### src/rtl/ckss_pkg.sv
/*
  constants and helpers shared by the clock speed select block.
  assumes a 32-bit apb register bus, one register per aligned word.
*/
package ckss_pkg;

  // register indices; byte address is four times the index
  localparam logic [7:0] CKSS_IDX_SPEED_CTRL  = 8'h8F;
  localparam logic [7:0] CKSS_IDX_SECOND_CTRL = 8'hAF;
  localparam logic [7:0] CKSS_IDX_RELOAD      = 8'h97;
  localparam logic [7:0] CKSS_IDX_OSC_CTRL    = 8'h86;
  localparam logic [7:0] CKSS_IDX_STATUS      = 8'h98;

  // clock_speed_control field positions
  localparam int unsigned CKSS_BIT_DOUBLE_SPEED = 0;
  localparam int unsigned CKSS_BIT_TIMER0_FAST  = 1;
  localparam int unsigned CKSS_BIT_TIMER1_FAST  = 2;
  localparam int unsigned CKSS_BIT_TIMER2_FAST  = 3;
  localparam int unsigned CKSS_BIT_UART_FAST    = 4;
  localparam int unsigned CKSS_BIT_CNTARR_FAST  = 5;
  localparam int unsigned CKSS_BIT_WDOG_FAST    = 6;
  localparam int unsigned CKSS_BIT_TWOWIRE_FAST = 7;
  // second_clock_control and oscillator_control_reg fields
  localparam int unsigned CKSS_BIT_SPI_FAST     = 0;
  localparam int unsigned CKSS_BIT_OSC_SELECT   = 0;
  localparam int unsigned CKSS_BIT_TMR0_SUBCLK  = 1;

  // values after reset
  localparam logic [6:0] CKSS_SPEED_UPPER_RST  = 7'h00;
  localparam logic [7:0] CKSS_SECOND_CTRL_RST  = 8'h00;
  localparam logic [7:0] CKSS_RELOAD_RST       = 8'hFF;
  localparam logic [7:0] CKSS_OSC_CTRL_RST     = 8'h01;

  // prescaler bypass value and phase generator counts
  localparam logic [7:0] CKSS_RELOAD_BYPASS    = 8'hFF;
  localparam logic [3:0] CKSS_PHASE_HALF_LAST  = 4'h5;
  localparam logic [3:0] CKSS_PHASE_LAST       = 4'hB;
  localparam logic [1:0] CKSS_UART_MODE0       = 2'h0;
  localparam logic [1:0] CKSS_UART_MODE2       = 2'h2;

  function automatic logic [11:0] ckss_reg_addr(input logic [7:0] idx);
    ckss_reg_addr = {2'b00, idx, 2'b00};
  endfunction : ckss_reg_addr

  // last count of a 2*(255-reload) source tick period
  function automatic logic [8:0] ckss_div_last(input logic [7:0] reload);
    ckss_div_last = {(CKSS_RELOAD_BYPASS - reload), 1'b0} - 9'h001;
  endfunction : ckss_div_last

  // peripheral cycle strobe: fast bit honoured in double speed only, cleared = fast
  function automatic logic ckss_periph_en(input logic dbl, input logic slow_bit,
                                          input logic c6, input logic c12);
    ckss_periph_en = dbl ? (slow_bit ? c12 : c6) : c6;
  endfunction : ckss_periph_en

endpackage : ckss_pkg

### src/rtl/ckss_prescaler.sv
/*
  reload prescaler: passes one tick in every 2*(255-reload) source ticks, and every source tick at reload 255.
  assumes tick_in is a one-cycle strobe on ref_clk_in.
*/
`timescale 1ns/100ps
module ckss_prescaler
  import ckss_pkg::*;
(
  input  wire logic       ref_clk_in,
  input  wire logic       rst_n_in,
  input  wire logic       tick_in,
  input  wire logic [7:0] reload_in,
  output logic            tick_out
);

  logic [8:0] count_r;
  logic [8:0] count_nxt;
  logic       tick_nxt;

  wire bypass  = (reload_in == CKSS_RELOAD_BYPASS);
  // >= keeps a raised reload (shorter period) from running past its period
  wire at_last = (count_r >= ckss_div_last(reload_in));

  always_comb begin
    count_nxt = count_r;
    if (bypass) begin
      count_nxt = 9'h000;
    end else if (tick_in) begin
      count_nxt = at_last ? 9'h000 : count_r + 9'h001;
    end
  end

  assign tick_nxt = tick_in & (bypass | at_last);

  always_ff @(posedge ref_clk_in) begin
    if (!rst_n_in) begin
      count_r  <= 9'h000;
      tick_out <= 1'b0;
    end else begin
      count_r  <= count_nxt;
      tick_out <= tick_nxt;
    end
  end

endmodule : ckss_prescaler

### src/rtl/ckss_sync.sv
/*
  two flip-flop synchroniser for a group of pin levels.
  assumes the inputs are asynchronous levels; no logic reads stage one.
*/
`timescale 1ns/100ps
module ckss_sync #(
  parameter int unsigned WIDTH = 3
) (
  input  wire logic             ref_clk_in,
  input  wire logic             rst_n_in,
  input  wire logic [WIDTH-1:0] async_in,
  output logic      [WIDTH-1:0] sync_out
);

  logic [WIDTH-1:0] stage1_r;

  always_ff @(posedge ref_clk_in) begin
    if (!rst_n_in) begin
      stage1_r <= '0;
      sync_out <= '0;
    end else begin
      stage1_r <= async_in;
      sync_out <= stage1_r;
    end
  end

endmodule : ckss_sync

### src/rtl/ckss_top.sv
/*
  clock speed select: oscillator select, reload prescaler, half-rate stage,
  phase generator and per-peripheral cycle strobes, with apb registers.
  assumes oscillator and timer0 pins are asynchronous and far slower than
  ref_clk_in; uart mode and security strap come from logic on this clock.
*/
`timescale 1ns/100ps
module ckss_top
  import ckss_pkg::*;
(
  input  wire logic        ref_clk_in,
  input  wire logic        rst_n_in,
  input  wire logic        psel_in,
  input  wire logic        penable_in,
  input  wire logic        pwrite_in,
  input  wire logic [11:0] paddr_in,
  input  wire logic [31:0] pwdata_in,
  output logic      [31:0] prdata_out,
  output logic             pready_out,
  output logic             pslverr_out,
  input  wire logic        main_oscillator_in,
  input  wire logic        sub_oscillator_in,
  input  wire logic        timer0_ext_input_in,
  input  wire logic        hw_security_double_in,
  input  wire logic [1:0]  uart_mode_in,
  output logic             core_tick_out,
  output logic             cpu_cycle_out,
  output logic             timer0_en_out,
  output logic             timer1_en_out,
  output logic             timer2_en_out,
  output logic             uart_en_out,
  output logic             counter_array_en_out,
  output logic             watchdog_en_out,
  output logic             two_wire_en_out,
  output logic             spi_en_out,
  output logic             timer0_clk_out,
  output logic             double_speed_active_out
);

  // pin synchronisation and edge detection
  logic [2:0] pins_sync;
  logic [2:0] pins_prev_r;

  ckss_sync #(
    .WIDTH (3)
  ) u_sync (
    .ref_clk_in (ref_clk_in),
    .rst_n_in   (rst_n_in),
    .async_in   ({timer0_ext_input_in, sub_oscillator_in, main_oscillator_in}),
    .sync_out   (pins_sync)
  );

  wire [2:0] pins_rise = pins_sync & ~pins_prev_r;
  wire       main_rise = pins_rise[0];
  wire       sub_rise  = pins_rise[1];
  wire       tmr0_rise = pins_rise[2];

  // registers
  logic [7:0] speed_ctrl_r;
  logic [7:0] second_ctrl_r;
  logic [7:0] reload_r;
  logic [7:0] osc_ctrl_r;
  logic       double_active_r;
  logic       half_r;
  logic [3:0] phase_r;
  logic [3:0] phase_nxt;

  wire double_req   = speed_ctrl_r[CKSS_BIT_DOUBLE_SPEED];
  wire osc_select   = osc_ctrl_r[CKSS_BIT_OSC_SELECT];
  wire tmr0_sub_sel = osc_ctrl_r[CKSS_BIT_TMR0_SUBCLK];

  // apb decode
  wire access     = psel_in & penable_in;
  wire first_acc  = access & ~pready_out;
  wire done       = access & pready_out;
  wire wr_done    = done & pwrite_in;
  wire hit_speed  = (paddr_in == ckss_reg_addr(CKSS_IDX_SPEED_CTRL));
  wire hit_second = (paddr_in == ckss_reg_addr(CKSS_IDX_SECOND_CTRL));
  wire hit_reload = (paddr_in == ckss_reg_addr(CKSS_IDX_RELOAD));
  wire hit_osc    = (paddr_in == ckss_reg_addr(CKSS_IDX_OSC_CTRL));
  wire hit_status = (paddr_in == ckss_reg_addr(CKSS_IDX_STATUS));
  wire mapped     = hit_speed | hit_second | hit_reload | hit_osc | hit_status;
  wire [7:0] status_val = {7'h00, double_active_r};
  wire [7:0] rd_byte = ({8{hit_speed}} & speed_ctrl_r)
                     | ({8{hit_second}} & second_ctrl_r)
                     | ({8{hit_reload}} & reload_r)
                     | ({8{hit_osc}} & osc_ctrl_r)
                     | ({8{hit_status}} & status_val);

  // oscillator select and prescaler
  wire osc_tick = osc_select ? main_rise : sub_rise;
  wire pre_tick;

  ckss_prescaler u_prescaler (
    .ref_clk_in (ref_clk_in),
    .rst_n_in   (rst_n_in),
    .tick_in    (osc_tick),
    .reload_in  (reload_r),
    .tick_out   (pre_tick)
  );

  // half-rate stage and double speed switch point
  wire half_edge = pre_tick & ~half_r;
  wire core_tick = double_active_r ? pre_tick : half_edge;

  // phase generator: 6 core ticks per machine cycle
  wire phase_wrap = (phase_r == CKSS_PHASE_LAST);
  wire c6         = core_tick & ((phase_r == CKSS_PHASE_HALF_LAST) | phase_wrap);
  wire c12        = core_tick & phase_wrap;
  assign phase_nxt = core_tick ? (phase_wrap ? 4'h0 : phase_r + 4'h1) : phase_r;

  // per-peripheral strobes
  wire uart_fast_mode = (uart_mode_in == CKSS_UART_MODE0) | (uart_mode_in == CKSS_UART_MODE2);
  wire uart_slow_bit  = speed_ctrl_r[CKSS_BIT_UART_FAST] | ~uart_fast_mode;
  wire tmr0_en = ckss_periph_en(double_active_r, speed_ctrl_r[CKSS_BIT_TIMER0_FAST], c6, c12);
  wire t1_en   = ckss_periph_en(double_active_r, speed_ctrl_r[CKSS_BIT_TIMER1_FAST], c6, c12);
  wire t2_en   = ckss_periph_en(double_active_r, speed_ctrl_r[CKSS_BIT_TIMER2_FAST], c6, c12);
  wire uart_en = ckss_periph_en(double_active_r, uart_slow_bit, c6, c12);
  wire ca_en   = ckss_periph_en(double_active_r, speed_ctrl_r[CKSS_BIT_CNTARR_FAST], c6, c12);
  wire wd_en   = ckss_periph_en(double_active_r, speed_ctrl_r[CKSS_BIT_WDOG_FAST], c6, c12);
  wire tw_en   = ckss_periph_en(double_active_r, speed_ctrl_r[CKSS_BIT_TWOWIRE_FAST], c6, c12);
  wire spi_en  = ckss_periph_en(double_active_r, second_ctrl_r[CKSS_BIT_SPI_FAST], c6, c12);
  wire tmr0_clk = tmr0_sub_sel ? sub_rise : tmr0_rise;

  // apb slave: answer on the second access-phase edge
  always_ff @(posedge ref_clk_in) begin
    if (!rst_n_in) begin
      pready_out  <= 1'b0;
      pslverr_out <= 1'b0;
      prdata_out  <= 32'h0000_0000;
    end else begin
      pready_out  <= first_acc;
      pslverr_out <= first_acc & ~mapped;
      if (first_acc) begin
        prdata_out <= {24'h00_0000, rd_byte};
      end
    end
  end

  // software registers; strap loads double speed at reset
  always_ff @(posedge ref_clk_in) begin
    if (!rst_n_in) begin
      speed_ctrl_r  <= {CKSS_SPEED_UPPER_RST, hw_security_double_in};
      second_ctrl_r <= CKSS_SECOND_CTRL_RST;
      reload_r      <= CKSS_RELOAD_RST;
      osc_ctrl_r    <= CKSS_OSC_CTRL_RST;
    end else if (wr_done) begin
      if (hit_speed) begin
        speed_ctrl_r <= pwdata_in[7:0];
      end
      if (hit_second) begin
        second_ctrl_r <= {7'h00, pwdata_in[CKSS_BIT_SPI_FAST]};
      end
      if (hit_reload) begin
        reload_r <= pwdata_in[7:0];
      end
      if (hit_osc) begin
        osc_ctrl_r <= {6'h00, pwdata_in[1:0]};
      end
    end
  end

  // clock generation state
  always_ff @(posedge ref_clk_in) begin
    if (!rst_n_in) begin
      pins_prev_r     <= 3'h0;
      double_active_r <= hw_security_double_in;
      half_r          <= 1'b0;
      phase_r         <= 4'h0;
    end else begin
      pins_prev_r <= pins_sync;
      if (pre_tick) begin
        half_r <= ~half_r;
      end
      if (half_edge) begin
        double_active_r <= double_req;
      end
      phase_r <= phase_nxt;
    end
  end

  // registered outputs
  always_ff @(posedge ref_clk_in) begin
    if (!rst_n_in) begin
      core_tick_out           <= 1'b0;
      cpu_cycle_out           <= 1'b0;
      timer0_en_out           <= 1'b0;
      timer1_en_out           <= 1'b0;
      timer2_en_out           <= 1'b0;
      uart_en_out             <= 1'b0;
      counter_array_en_out    <= 1'b0;
      watchdog_en_out         <= 1'b0;
      two_wire_en_out         <= 1'b0;
      spi_en_out              <= 1'b0;
      timer0_clk_out          <= 1'b0;
      double_speed_active_out <= 1'b0;
    end else begin
      core_tick_out           <= core_tick;
      cpu_cycle_out           <= c6;
      timer0_en_out           <= tmr0_en;
      timer1_en_out           <= t1_en;
      timer2_en_out           <= t2_en;
      uart_en_out             <= uart_en;
      counter_array_en_out    <= ca_en;
      watchdog_en_out         <= wd_en;
      two_wire_en_out         <= tw_en;
      spi_en_out              <= spi_en;
      timer0_clk_out          <= tmr0_clk;
      double_speed_active_out <= double_active_r;
    end
  end

  // checks
  dbl_switch_edge_a: assert property (
    @(posedge ref_clk_in) disable iff (!rst_n_in)
    $changed(double_active_r) |-> $past(half_edge))
    else $error("double speed changed off the half-rate edge");

  std_half_rate_a: assert property (
    @(posedge ref_clk_in) disable iff (!rst_n_in)
    (!double_active_r && pre_tick && half_r) |=> !core_tick_out)
    else $error("standard mode passed a tick the half stage should drop");

  dbl_full_rate_a: assert property (
    @(posedge ref_clk_in) disable iff (!rst_n_in)
    (double_active_r && pre_tick) |=> core_tick_out)
    else $error("double speed dropped a prescaler tick");

  periph_std_a: assert property (
    @(posedge ref_clk_in) disable iff (!rst_n_in)
    (!double_active_r && c6) |=> (timer1_en_out && watchdog_en_out && spi_en_out))
    else $error("standard mode peripheral strobe missing");

  fast_bit_a: assert property (
    @(posedge ref_clk_in) disable iff (!rst_n_in)
    (double_active_r && speed_ctrl_r[CKSS_BIT_TIMER0_FAST] && c6 && !c12) |=> !timer0_en_out)
    else $error("set fast bit did not select the slow strobe");

  uart_mode_a: assert property (
    @(posedge ref_clk_in) disable iff (!rst_n_in)
    (double_active_r && !uart_fast_mode && c6 && !c12) |=> !uart_en_out)
    else $error("uart fast clock applied outside modes 0 and 2");

  tmr0_source_a: assert property (
    @(posedge ref_clk_in) disable iff (!rst_n_in)
    (tmr0_sub_sel && sub_rise) |=> timer0_clk_out)
    else $error("timer0 did not follow the sub clock");

  strap_load_a: assert property (
    @(posedge ref_clk_in) disable iff (!rst_n_in)
    $rose(rst_n_in) |-> (double_active_r == $past(hw_security_double_in)) && (reload_r == CKSS_RELOAD_RST))
    else $error("reset did not load strap and reload");

  speed_write_a: assert property (
    @(posedge ref_clk_in) disable iff (!rst_n_in)
    (wr_done && hit_speed) |=> (speed_ctrl_r == $past(pwdata_in[7:0])))
    else $error("speed control write lost");

  cycle_six_a: assert property (
    @(posedge ref_clk_in) disable iff (!rst_n_in)
    c6 |-> (phase_r == CKSS_PHASE_HALF_LAST) || (phase_r == CKSS_PHASE_LAST))
    else $error("machine cycle strobe off its phase");

  spi_fast_a: assert property (
    @(posedge ref_clk_in) disable iff (!rst_n_in)
    (double_active_r && !second_ctrl_r[CKSS_BIT_SPI_FAST] && c6) |=> spi_en_out)
    else $error("cleared spi bit did not select the fast strobe");

  wdog_slow_a: assert property (
    @(posedge ref_clk_in) disable iff (!rst_n_in)
    (double_active_r && speed_ctrl_r[CKSS_BIT_WDOG_FAST] && c6 && !c12) |=> !watchdog_en_out)
    else $error("watchdog bit not at its field position");

  twowire_fast_a: assert property (
    @(posedge ref_clk_in) disable iff (!rst_n_in)
    (double_active_r && !speed_ctrl_r[CKSS_BIT_TWOWIRE_FAST] && c6) |=> two_wire_en_out)
    else $error("two-wire bit not at its field position");

  osc_main_a: assert property (
    @(posedge ref_clk_in) disable iff (!rst_n_in)
    (osc_select && main_rise && (reload_r == CKSS_RELOAD_BYPASS)) |=> pre_tick)
    else $error("main oscillator edge did not reach the prescaler");

  osc_sub_a: assert property (
    @(posedge ref_clk_in) disable iff (!rst_n_in)
    (!osc_select && !sub_rise) |=> !pre_tick)
    else $error("prescaler ticked without a secondary oscillator edge");

  apb_pulse_a: assert property (
    @(posedge ref_clk_in) disable iff (!rst_n_in)
    pready_out |=> !pready_out)
    else $error("register answer held longer than one cycle");

endmodule : ckss_top

### config.mk
export PLATFORM = sky130hd
export DESIGN_NAME = ckss_top
export DESIGN_NICKNAME = d
export VERILOG_FILES = /design/src/rtl/ckss_pkg.sv /design/src/rtl/ckss_prescaler.sv /design/src/rtl/ckss_sync.sv /design/src/rtl/ckss_top.sv
export SDC_FILE = /design/constraint.sdc
export NUM_CORES = 1
export LEC_CHECK = 0
export BUFFER_PORTS_ARGS = -buffer_cell sky130_fd_sc_hd__buf_4
export CAP_MARGIN = 20
export CORE_ASPECT_RATIO = 1.4
export CORE_UTILIZATION = 25
export CTS_CLUSTER_DIAMETER = 50
export DETAILED_ROUTE_END_ITERATION = 10
export GPL_TIMING_DRIVEN = 0
export PLACE_DENSITY = 0.42
export SKIP_CTS_REPAIR_TIMING = 1
export SLEW_MARGIN = 0
export SYNTH_ARGS = -nofsm -noshare
export SYNTH_HDL_FRONTEND = slang
export SYNTH_SLANG_ARGS = --single-unit
### constraint.sdc
create_clock -name ref_clk_in -period 3.3 [get_ports ref_clk_in]
set_input_delay 0.495 -clock ref_clk_in [delete_from_list [all_inputs] [get_ports ref_clk_in]]
set_output_delay 0.495 -clock ref_clk_in [all_outputs]
set_load 0.01 [all_outputs]
Word-level counts from Yosys, hierarchy flattened

Index checks and enable logic that the tools add are counted.
Widths: inputs -> output; s select.

Word-level logic and storage cells: 111
Output and inout bits: 46
Bits of input ports: 55
Register bits after elaboration: 66

Add/sub/neg operators: 4
Mux-type cells: 26
Reductions and logical operators: 7
Order comparisons: 1
Equal/unequal tests: 12
Bitwise logic cells: 33

Operators with widths:

| cell                 | number |
|---|---|
| $eq 12x10->1 const B | 5 |
| $or 8x8->8           | 4 |
| $mux 1               | 24 |
| $and 8x1->8          | 2 |
| $and 8x8->8          | 2 |
| $reduce_and 2->1     | 5 |
| $add 9x1->9 const B  | 1 |
| $and 1x1->1          | 9 |
| $ge 9x9->1           | 1 |
| $mux 9               | 1 |
| $sub 9x1->9 const B  | 1 |
| $and 8x2->8          | 1 |
| $eq 8x8->1 const B   | 1 |
| $or 1x1->1           | 8 |
| $sub 8x8->8 const A  | 1 |
| $ne 2x1->1 const B   | 3 |
| $not 1->1            | 5 |
| $add 4x1->4 const B  | 1 |
| $eq 4x3->1 const B   | 1 |
| $eq 4x4->1 const B   | 1 |
| $mux 4               | 1 |
| $and 3x3->3          | 1 |
| $not 3->3            | 1 |
| $eq 2x2->1 const B   | 1 |
| 2 further kinds      | 2 |

Logic depth before layout (Yosys ltp)

Gate-level depths: netlist of run 1.

Word-level depth: 7
Mapped depth: 11
Depth with buffers taken out: 10

Hierarchy

A second synthesis of run 1 with hierarchy kept.

Cell total of the unflattened synthesis: 373
Area total of the unflattened synthesis: 3,314.4 um^2

Modules (own cells, without submodules):

| module         | cells each | times used | area an instance (um^2) |
|---|---|---|---|
| ckss_top       | 267        | 1          | 2,331.0 |
| ckss_prescaler | 94         | 1          | 825.8 |
| ckss_sync      | 12         | 1          | 157.7 |

Least setup slack after synthesis of run 1

No wires, ideal clock.

Path type: flip-flop to flip-flop
From: register reload_r[2]
To: register u_prescaler.count_r[3]
Period minus slack after synthesis: 2.220 ns
Slack: 1.080 ns
Cell stages (with the launch flop): 11
Library setup time: 0.075 ns
Arrival: 2.145 ns
Cell sequence: dfxtp_1 -> and3_1 -> and2_1 -> nand4_1 -> xnor2_1 -> ha_1 -> and4_1 -> a211oi_4 -> buf_6 -> nand3_1 -> a31oi_1

Word-level cells in the longest chain between the ends: 4
Elaborated cells between the ends (all ways): 6

RTL lines:

| element                | RTL line             | source |
|---|---|---|
| from (decl)            | ckss_top.sv:61       | `logic [7:0] reload_r;` |
| from (signal assigned) | ckss_top.sv:155      | `reload_r <= pwdata_in[7:0];` |
| $sub 8x8->8            | ckss_pkg.sv:47       | `ckss_div_last = {(CKSS_RELOAD_BYPASS - reload), 1'b0} - 9'h001;` |
| $sub 9x1->9            | ckss_pkg.sv:47       |  |
| $ge 9x9->1             | ckss_prescaler.sv:22 | `wire at_last = (count_r >= ckss_div_last(reload_in));` |
| $mux 9                 | ckss_prescaler.sv:29 | `count_nxt = at_last ? 9'h000 : count_r + 9'h001;` |
| to (signal assigned)   | ckss_prescaler.sv:40 | `count_r <= count_nxt;` |
| to (decl)              | ckss_prescaler.sv:16 | `logic [8:0] count_r;` |

Several ways; a longest one is shown, not always the timed one.
A chain may end at the register's enable or synchronous reset.

Worst setup path after layout of run 1

From: register reload_r[2]
To: register u_prescaler.count_r[6]

The elaborated chain is that of the path after synthesis.

==> results of run 1 <==
## worst max-delay path by stage
stage,start,end,slack (ns),depth (start not counted)
floorplan,reload_r[2],u_prescaler.count_r[3],1.08,10
global placement,reload_r[2],u_prescaler.count_r[6],0.75,10
detailed placement,reload_r[2],u_prescaler.count_r[6],0.70,10
CTS,reload_r[2],u_prescaler.count_r[6],0.68,10
global route,reload_r[2],u_prescaler.count_r[6],0.45,10
finish,reload_r[2],u_prescaler.count_r[6],0.70,10
## through the flow
| step | area [sq um] | util (%) | setup slack [ns] |
|---|---|---|---|
| 5_1_grt | 4140 | 33.5 | 0.450 |
| 3_3_place_gp | 3850 | 31.1 | 0.747 |
| 2_1_floorplan | 3280 | - | 1.08 |
| 4_1_cts | 4140 | 33.5 | 0.677 |
| 6_report | 4140 | 33.5 | 0.701 |
| 3_5_place_dp | 3850 | 31.1 | 0.702 |
## per-layer routing
metal	track usage [%]	vias up
li1	-	1386
met1	14.3	1287
met2	24.2	46
met3	2.79	7
met4	4.90	0
met5	0	-
## sequential cells by signal (all words and copies together) (netlist names), 2 cells and up
register and flops:
pins_prev_r 3, reload_r 8, u_sync.sync_out 3, phase_r 4, u_sync.stage1_r 3, u_prescaler.count_r 9, osc_ctrl_r 2, prdata_out 8
speed_ctrl_r 8
## logic make-up (layout without fill, tap and decap cells)
kind of cell             count (synthesis)  count (layout)  synth area share [%]
multiplexers                            11              11                  3.45
XOR/XNOR                                 7               7                  1.92
flip-flops                              66              66                  42.0
adder cells (fa/ha/maj)                 13              13                  5.10
AND/OR/NAND/NOR                        140             140                  24.6
other                                    1              24                 0.118
buffers and inverters                   44             109                  8.35
AO/OA/AOI/OAI                           74              74                  14.4
## Yosys cell counts (all sizes together), types with 3 or more instances
cell and number:
ha 13, a211oi 3, a221oi 6, nand3 24, nand2 37, o21ai 29, a31oi 8, nor3 6
a21boi 3, and2 15, xnor2 5, nand2b 5, mux2i 11, dfxtp 64, nand3b 3, nor2b 5
a21oi 15, nand4 8, buf 26, nor2 19, clkbuf 8, inv 10, and3 3
## cell type report
| cell class | instances | area (sq um) | area share, % |
|---|---|---|---|
| Tap cell | 150 | 188 | 4.53 |
| Buffer | 34 | 229 | 5.53 |
| Multi-Input combinational cell | 269 | 1670 | 40.3 |
| Clock buffer | 11 | 253 | 6.10 |
| Sequential cell | 66 | 1340 | 32.4 |
| Clock inverter | 3 | 40.0 | 0.967 |
| Timing Repair Buffer | 51 | 383 | 9.25 |
| Inverter | 10 | 37.5 | 0.907 |
## critical path: cells and delay by family, from the launching register on
family / cells / cell delay, ns
flip-flops: 1 / 0.47
AND/OR/NAND/NOR: 5 / 0.79
buffers and inverters: 1 / 0.20
adder cells (fa/ha/maj): 1 / 0.27
XOR/XNOR: 1 / 0.20
AO/OA/AOI/OAI: 2 / 0.59
## power groups by stage
| stage | registers [uW] | logic [uW] | clock network (uW) |
|---|---|---|---|
| after CTS | 827 | 148 | 969 |
| after global placement | 844 | 147 | 0 |
| after detailed placement | 844 | 148 | 0 |
| final | 827 | 147 | 945 |
| after global routing | 828 | 162 | 1000 |
| after floorplan | 846 | 76.9 | 0 |
==> metrics.csv, run 1 <==
metric,value,unit
status,"complete, no violations",
maximum number of pins on one net before global-route repair,11,
CP cell instances,"and3_1, and2_1, nand4_1, xnor2_1, ha_1, and4_1, a211oi_4, buf_6, nand3_1, a31oi_1",
area overhead of the layout relative to synthesis,29.8,%
internal power consumption,1500,uW
relative max-transition margin,46.2,%
leakage power total,0.00179,uW
cell taking the most area after synthesis,sky130_fd_sc_hd__dfxtp_1,
Hold Fails Final Rpt,0,
netlist area before placement,3190,sq um
most common library cell in the layout ignoring fill and taps,sky130_fd_sc_hd__buf_4,
final HPWL from detailed placement,6490,um
initial core utilization,25.8,%
number of cells produced by synthesis,356,
number of buffers inserted by port buffering,51,
"commonest non-fill, non-tap cells in the layout","sky130_fd_sc_hd__buf_4 (76), sky130_fd_sc_hd__dfxtp_1 (64), sky130_fd_sc_hd__nand2_1 (37), sky130_fd_sc_hd__o21ai_0 (26)",
number of DRC violations after detailed routing,0,
Routed Wire Length,8360,um
Clock Sinks,66,
slowest CP cell,sky130_fd_sc_hd__dfxtp_1,
endpoint of the lowest-slack register-to-register path,u_prescaler.count_r[6],
maximum level of the CTS H-tree,3,
num ports,101,
delay of the slowest cell on the worst path,0.47,ns
remaining antenna violation count,0,
clock network fraction of design power,49.3,%
average detailed-routed wire length per instance,14.1,um
count of vias placed by the detailed router,2726,
Clock Pin Slew Worst Setup and Hold Paths,0.05,ns
area of the core region,12400,sq um
Met1 Routed Length,3540,um
syn avg cell area,8.96,sq um
Die Span X,97.5,um
startpoint type of the worst setup path,register,
share of total power in combinational logic,7.7,%
NetSw,414,uW
switching share of power,21.6,%
hold path cells,2,
DIE HEIGHT,136,um
weighted congestion reported at the end of routability-driven placement,0.773,
clock tree from TritonCTS,built,
maximum vdd drop,0.162,mV
Cell variety after synth,53,
data arrival time at the worst-slack endpoint,2.85,ns
final net count,509,
number of CTS-inserted buffers,9,
largest buffer count on any clock path,2,
Final setup violation count,0,
required time worst endpoint,3.55,ns
CP Capture Type,register,
number of synthesized flops with an enable pin,2,
Rows,48,
Period minus WS final,2.60,ns
slew at the pin closest to its max-slew limit,0.804,ns
startpoint of the worst hold path,main_oscillator_in,
total power consumption of the routed design,1920,uW
final-layout fill cell count,1332,
most area-consuming cells after synthesis,"sky130_fd_sc_hd__dfxtp_1 (40%), sky130_fd_sc_hd__buf_4 (5.9%), sky130_fd_sc_hd__ha_1 (5.1%), sky130_fd_sc_hd__nand2_1 (4.4%), sky130_fd_sc_hd__o21ai_0 (4.1%)",
unrepaired setup endpoints after global routing,false,
root buffer cell,sky130_fd_sc_hd__clkbuf_16,
leftover overflow at the end of global routing,0,
sequential fraction of the synthesis area,42.0,%
Flop pwr share,43.1,%
number of max-cap violations,0,
instance count after placement with tap cells included,580,
final clock skew,0.00281,ns
clock latency of the later-clocked register in the worst-skew pair,0.33,ns
worst slack on hold paths,0.370,ns
global-route wire length before repair,13400,um
Fin Setup TNS,0,ns
met3 WL post-DR,229,um
Pwr per Cell Area,463,nW/um^2
met2 WL,4460,um
category of the most critical setup path,reg -> reg,
final slew viol count,0,
achievable clock frequency,0.385,GHz
first-pass detailed-route iteration total,5,
warning count from the yosys run,0,
area share of the largest cell type after synthesis,40.2,%
largest fanout on the critical path,10,
Final period util,78.7,%
Layout Cells excl Fill,594,
layout cells sized above 1,22.7,%
vias in the first global route,2659,
R2R setup slack,0.70,ns
highest routing layer actually used,met4,
final antenna diode count,0,
Synth async-reset ratio,0,%
flip-flop and latch count after synthesis,66,
WHS Endpoint,u_sync.stage1_r[0],
launching point of the worst reg2reg path,reload_r[2],
top_reg_cell synth,sky130_fd_sc_hd__dfxtp_1,
overall global routing resource usage,13.0,%
Tightest Hold Check Type,in -> reg,
initial antenna violation count,0,
Avg Vias per Cell,4.59,
number of design-rule violations left by the first detailed-router iteration,115,
worst r2r path cells,10,
full die area,13200,sq um
No activity file was read; power rests on OpenSTA's default activity.
==> run 2: changes to the inputs <==
==> constraint.sdc (replaced) <==
create_clock -name ref_clk_in -period 2.55 [get_ports ref_clk_in]
set_input_delay 0.3825 -clock ref_clk_in [delete_from_list [all_inputs] [get_ports ref_clk_in]]
set_output_delay 0.3825 -clock ref_clk_in [all_outputs]
set_load 0.01 [all_outputs]
==> run 2 against run 1 <==
Effect of this change: hold slack got worse by 0.11 ns; via count increased by 0.70%; power increased by 29%; final cell count increased by 1.0%; sequential share of layout area decreased by 0.21 points; routed wire length increased by 0.60%; combinational power increased by 29%; sequential power increased by 29%; die area unchanged; largest power group unchanged; largest cell class unchanged; count of clock-buffer cells in the layout unchanged; setup slack got worse by 0.56 ns.
==> metrics.csv, run 2 (synthesized netlist as in run 1, its figures left out) <==
metric,value,unit,change
number of buffers inserted by port buffering,51,,unchanged
worst slack on hold paths,0.259,ns,was 0.370 ns
footprint of the multi-input gates,1680,sq um,was 1670 sq um
delay of the slowest cell on the worst path,0.38,ns,was 0.47 ns
final clock skew,0.00390,ns,was 0.00281 ns
Clock Pin Slew Worst Setup and Hold Paths,0.05,ns,about the same
num ports,101,,unchanged
number of max-cap violations,0,,unchanged
CP Capture Type,register,,unchanged
clock tree from TritonCTS,built,,unchanged
final slew viol count,0,,unchanged
unrepaired setup endpoints after global routing,false,,unchanged
global-route wire length before repair,13400,um,unchanged
full die area,13200,sq um,unchanged
initial core utilization,25.8,%,unchanged
Clock Sinks,66,,unchanged
relative max-transition margin,46.3,%,was 46.2%
Rows,48,,unchanged
final net count,515,,was 509
final antenna diode count,0,,unchanged
largest fanout on the critical path,8,,was 10
max reg flops,9,,unchanged
"commonest non-fill, non-tap cells in the layout","sky130_fd_sc_hd__buf_4 (80), sky130_fd_sc_hd__dfxtp_1 (59), sky130_fd_sc_hd__nand2_1 (37), sky130_fd_sc_hd__o21ai_0 (26)",,"was sky130_fd_sc_hd__buf_4 (76), sky130_fd_sc_hd__dfxtp_1 (64), sky130_fd_sc_hd__nand2_1 (37), sky130_fd_sc_hd__o21ai_0 (26)"
achievable clock frequency,0.416,GHz,was 0.385 GHz
weighted congestion reported at the end of routability-driven placement,0.773,,unchanged
Tightest Hold Check Type,in -> reg,,unchanged
remaining antenna violation count,0,,unchanged
category of the most critical setup path,reg -> reg,,unchanged
most common library cell in the layout ignoring fill and taps,sky130_fd_sc_hd__buf_4,,unchanged
CP cell instances,"and3_1, and2_1, nand4_1, xnor2_2, ha_1, and4_4, a211oi_4, buf_6, buf_2, nand3_1, a31oi_1",,"was and3_1, and2_1, nand4_1, xnor2_1, ha_1, and4_1, a211oi_4, buf_6, nand3_1, a31oi_1"
clock latency of the later-clocked register in the worst-skew pair,0.33,ns,about the same
vias in the first global route,2659,,unchanged
area of the core region,12400,sq um,unchanged
startpoint type of the worst setup path,register,,unchanged
count of vias placed by the detailed router,2745,,"was 2,726"
number of DRC violations after detailed routing,0,,unchanged
area taken by flip-flops and latches,1360,sq um,was 1340 sq um
R2R setup slack,0.14,ns,was 0.70 ns
Die Span X,97.5,um,unchanged
Avg Vias per Cell,4.58,,was 4.59
required time worst endpoint,2.80,ns,was 3.55 ns
maximum vdd drop,0.208,mV,was 0.162 mV
average detailed-routed wire length per instance,14.0,um,was 14.1 um
first-pass detailed-route iteration total,4,,was 5
top register by number of flip-flops,u_prescaler.count_r,,unchanged
final HPWL from detailed placement,6490,um,unchanged
area overhead of the layout relative to synthesis,32.0,%,was 29.8%
layout cells sized above 1,25.3,%,was 22.7%
slowest CP cell,sky130_fd_sc_hd__dfxtp_4,,was sky130_fd_sc_hd__dfxtp_1
overall global routing resource usage,13.0,%,unchanged
maximum level of the CTS H-tree,3,,unchanged
Final setup violation count,0,,unchanged
Pwr per Cell Area,588,nW/um^2,was 463 nW/um^2
Period minus WS final,2.41,ns,was 2.60 ns
Final period util,94.3,%,was 78.7%
leakage power total,0.00182,uW,was 0.00179 uW
final core utilization,34.0,%,was 33.5%
maximum number of pins on one net before global-route repair,11,,unchanged
leftover overflow at the end of global routing,0,,unchanged
Hold Fails Final Rpt,0,,unchanged
status,"complete, no violations",,unchanged
root buffer cell,sky130_fd_sc_hd__clkbuf_16,,unchanged
slew at the pin closest to its max-slew limit,0.803,ns,was 0.804 ns
number of CTS-inserted buffers,9,,unchanged
number of design-rule violations left by the first detailed-router iteration,113,,was 115
data arrival time at the worst-slack endpoint,2.66,ns,was 2.85 ns
initial antenna violation count,0,,unchanged
largest buffer count on any clock path,2,,unchanged
Routed Wire Length,8410,um,was 8360 um
DIE HEIGHT,136,um,unchanged
final-layout fill cell count,1326,,"was 1,332"
[run 2: changes by cell type in the layout (fill, tap and decap cells not counted), moves of 2 or more]
cell	before	now
sky130_fd_sc_hd__dfxtp_1	64	59
sky130_fd_sc_hd__buf_4	76	80
sky130_fd_sc_hd__dfxtp_4	0	3
sky130_fd_sc_hd__dfxtp_2	0	2
[run 2: metrics by stage]
stage / area (sq um) / TNS, ns / power (uW) / std cells / setup WS [ns]
2_1_floorplan: 3280 / 0 / 1190 / 379 / 0.330
3_5_place_dp: 3850 / -0.0677 / 1280 / 580 / -0.0475
5_1_grt: 4210 / 0 / 2580 / 600 / 0.0215
6_report: 4210 / 0 / 2480 / 600 / 0.144
4_1_cts: 4140 / -0.207 / 2520 / 594 / -0.0726
3_3_place_gp: 3850 / -0.00313 / 1280 / 580 / -0.00313
[run 2: final timing paths]
check / to / from / cells past startpoint
min: u_sync.stage1_r[0] / main_oscillator_in / 2
max reg2reg: u_prescaler.count_r[3] / reload_r[3] / 11
max: u_prescaler.count_r[3] / reload_r[3] / 11
min reg2reg: u_sync.sync_out[2] / u_sync.stage1_r[2] / 1
[run 2: worst max-delay path, delay by kind of cell, from the launching register on]
family	cells	cell delay, ns
simple gates	5	0.77
compound gates	2	0.40
flops	1	0.38
buf+inv	2	0.32
fa+ha+maj	1	0.29
xor+xnor	1	0.18
[run 2: final cells by class]
class	instances	share of cell area [%]
clock buffer	11	6.00
timing repair buffer	57	10.2
inverter	10	0.892
sequential	66	32.2
multi-input combinational	269	39.9
buffer	34	5.44
tap	150	4.46
clock inverter	3	0.951
[run 2: where the power goes]
part | switching, uW | leakage, uW | internal [uW]
Sequential | 10.6 | 0.000538 | 1060
Combinational | 97.4 | 0.00114 | 92.7
Clock | 426 | 0.000147 | 795
Total | 534 | 0.00182 | 1940
[run 2: layer usage]
layer / share of wire [%] / wire length (um) / global-route usage, %
met5: 0 / 0 / 0
met4: 1.4 / 121 / 4.90
met2: 54 / 4530 / 24.2
met1: 42 / 3520 / 14.3
met3: 2.8 / 234 / 2.79
==> run 3: changes to the inputs <==
--- a/config.mk
+++ b/config.mk
@@ -7,7 +7,7 @@
 export LEC_CHECK = 0
 export BUFFER_PORTS_ARGS = -buffer_cell sky130_fd_sc_hd__buf_4
 export CAP_MARGIN = 20
-export CORE_ASPECT_RATIO = 1.4
+export CORE_ASPECT_RATIO = 1.5
 export CORE_UTILIZATION = 25
 export CTS_CLUSTER_DIAMETER = 50
 export DETAILED_ROUTE_END_ITERATION = 10
==> run 3 against run 2 <==
Effect of this change: combinational power barely moved; sequential power about the same; fmax fell by 0.35%; core utilization about the same.
==> metrics.csv, run 3 (synthesized netlist as in run 1, its figures left out) <==
metric,value,unit,change
number of buffers inserted by port buffering,51,,unchanged
initial antenna violation count,0,,unchanged
instance count after placement with tap cells included,586,,was 580
clock network fraction of design power,53.5,%,was 49.3%
Die Span X,94.2,um,was 97.5 um
number of DRC violations after detailed routing,0,,unchanged
most common library cell in the layout ignoring fill and taps,sky130_fd_sc_hd__buf_4,,unchanged
vias in the first global route,2786,,"was 2,659"
data arrival time at the worst-slack endpoint,2.66,ns,about the same
number of design-rule violations left by the first detailed-router iteration,58,,was 113
final antenna diode count,0,,unchanged
remaining antenna violation count,0,,unchanged
Period minus WS final,2.41,ns,about the same
Pwr per Cell Area,638,nW/um^2,was 588 nW/um^2
initial core utilization,25.6,%,was 25.8%
root buffer cell,sky130_fd_sc_hd__clkbuf_16,,unchanged
area of the core region,12400,sq um,about the same
Clock Pin Slew Worst Setup and Hold Paths,0.06,ns,was 0.05 ns
top register by number of flip-flops,u_prescaler.count_r,,unchanged
clock latency of the later-clocked register in the worst-skew pair,0.33,ns,about the same
status,"complete, no violations",,unchanged
CP Capture Type,register,,unchanged
average detailed-routed wire length per instance,13.8,um,was 14.0 um
NetSw,569,uW,was 534 uW
Layout Cells excl Fill,604,,was 600
leftover overflow at the end of global routing,0,,unchanged
met2 usage,24.7,%,was 24.2%
number of CTS-inserted buffers,9,,unchanged
largest fanout on the critical path,7,,was 8
slew at the pin closest to its max-slew limit,0.698,ns,was 0.803 ns
internal power consumption,2130,uW,was 1940 uW
Avg Vias per Cell,4.52,,was 4.58
overall global routing resource usage,13.5,%,was 13.0%
relative max-transition margin,53.3,%,was 46.3%
leakage power total,0.00182,uW,about the same
DIE HEIGHT,140,um,was 136 um
area overhead of the layout relative to synthesis,32.8,%,was 32.0%
global-route track usage on met3,3.15,%,was 2.79%
unrepaired setup endpoints after global routing,false,,unchanged
Tightest Hold Check Type,in -> reg,,unchanged
Final setup violation count,0,,unchanged
maximum number of pins on one net before global-route repair,13,,was 11
startpoint type of the worst setup path,register,,unchanged
met1 usage in global routing,14.1,%,was 14.3%
CP Launch Point,reload_r[1],,was reload_r[3]
Rows,50,,was 48
first-pass detailed-route iteration total,4,,unchanged
full die area,13200,sq um,about the same
Hold Fails Final Rpt,0,,unchanged
Final period util,94.7,%,was 94.3%
count of vias placed by the detailed router,2728,,"was 2,745"
category of the most critical setup path,reg -> reg,,unchanged
number of max-cap violations,0,,unchanged
most congested layer reported by global routing,met2,,unchanged
maximum vdd drop,0.297,mV,was 0.208 mV
layout cells sized above 1,24.3,%,was 25.3%
final HPWL from detailed placement,6590,um,was 6490 um
Flop pwr share,39.5,%,was 43.1%
max reg flops,9,,unchanged
switching share of power,21.0,%,was 21.6%
final net count,511,,was 515
Clock Sinks,66,,unchanged
weighted congestion reported at the end of routability-driven placement,0.803,,was 0.773
launching point of the worst reg2reg path,reload_r[1],,was reload_r[3]
Fin Setup TNS,0,ns,unchanged
"commonest non-fill, non-tap cells in the layout","sky130_fd_sc_hd__buf_4 (77), sky130_fd_sc_hd__dfxtp_1 (60), sky130_fd_sc_hd__nand2_1 (37), sky130_fd_sc_hd__o21ai_0 (25)",,"was sky130_fd_sc_hd__buf_4 (80), sky130_fd_sc_hd__dfxtp_1 (59), sky130_fd_sc_hd__nand2_1 (37), sky130_fd_sc_hd__o21ai_0 (26)"
maximum level of the CTS H-tree,3,,unchanged
clock tree from TritonCTS,built,,unchanged
largest buffer count on any clock path,2,,unchanged
global-route wire length before repair,13500,um,"was 13,400 um"
achievable clock frequency,0.414,GHz,was 0.416 GHz
startpoint of the worst hold path,timer0_ext_input_in,,was main_oscillator_in
num ports,101,,unchanged
final slew viol count,0,,unchanged
share of total power in combinational logic,7.0,%,was 7.7%
required time worst endpoint,2.79,ns,was 2.80 ns
Routed Wire Length,8310,um,was 8410 um
final clock skew,0.00422,ns,was 0.00390 ns
## run 3: cell count changes in the layout (fill, tap and decap cells not counted), sizes merged
cell	before	now
inv	10	11
bufinv	1	3
buf	83	79
clkbuf	19	18
## run 3: worst paths after layout
check	endpoint	slack (ns)	cells past startpoint
setup / recovery	u_prescaler.count_r[4]	0.14	10
hold / removal	u_sync.stage1_r[2]	0.26	2
setup reg to reg	u_prescaler.count_r[4]	0.14	10
hold reg to reg	u_sync.sync_out[2]	0.43	1
## run 3: cell type report
| type | instances | area (sq um) |
|---|---|---|
| inverter | 10 | 37.5 |
| clock buffer | 10 | 239 |
| clock inverter | 6 | 113 |
| multi-input combinational | 269 | 1670 |
| sequential | 66 | 1350 |
| fill | 1310 | 8210 |
| timing repair buffer | 53 | 402 |
| tap | 156 | 195 |
| buffer | 34 | 229 |
## run 3: stage by stage
| step | util, % | power, uW | hold slack (ns) | setup WS (ns) | instance area [sq um] |
|---|---|---|---|---|---|
| floorplan | - | 1190 | 0.412 | 0.330 | 3280 |
| finish | 34.0 | 2700 | 0.261 | 0.136 | 4240 |
| CTS | 33.8 | 2740 | 0.245 | -0.0411 | 4210 |
| global route | 34.0 | 2800 | 0.246 | 0.00644 | 4240 |
| global placement | 31.0 | 1280 | 0.414 | 0.000803 | 3850 |
| detailed placement | 31.0 | 1280 | 0.419 | -0.0164 | 3850 |
## run 3: worst max-delay path: stages, from the launching register on
cell and delay (ns):
sky130_fd_sc_hd__dfxtp_1 0.46, sky130_fd_sc_hd__ha_1 0.27, sky130_fd_sc_hd__nand3_1 0.11, sky130_fd_sc_hd__xnor2_1 0.14, sky130_fd_sc_hd__ha_1 0.18, sky130_fd_sc_hd__a211oi_1 0.28
sky130_fd_sc_hd__nor2_1 0.14, sky130_fd_sc_hd__a211oi_4 0.28, sky130_fd_sc_hd__buf_6 0.15, sky130_fd_sc_hd__a31oi_1 0.08, sky130_fd_sc_hd__a311oi_1 0.24
## run 3: power groups by stage
stage | logic (uW) | clock network [uW] | registers [uW]
2_1_floorplan | 99.5 | 0 | 1090
3_3_place_gp | 190 | 0 | 1090
3_5_place_dp | 191 | 0 | 1090
4_1_cts | 192 | 1480 | 1070
5_1_grt | 209 | 1520 | 1070
6_report | 189 | 1450 | 1070
## run 3: metal layers
layer,routed length [um],vias up
met1,3290,1266
met2,4510,53
li1,-,1392
met4,242,0
met3,263,17
met5,0,-
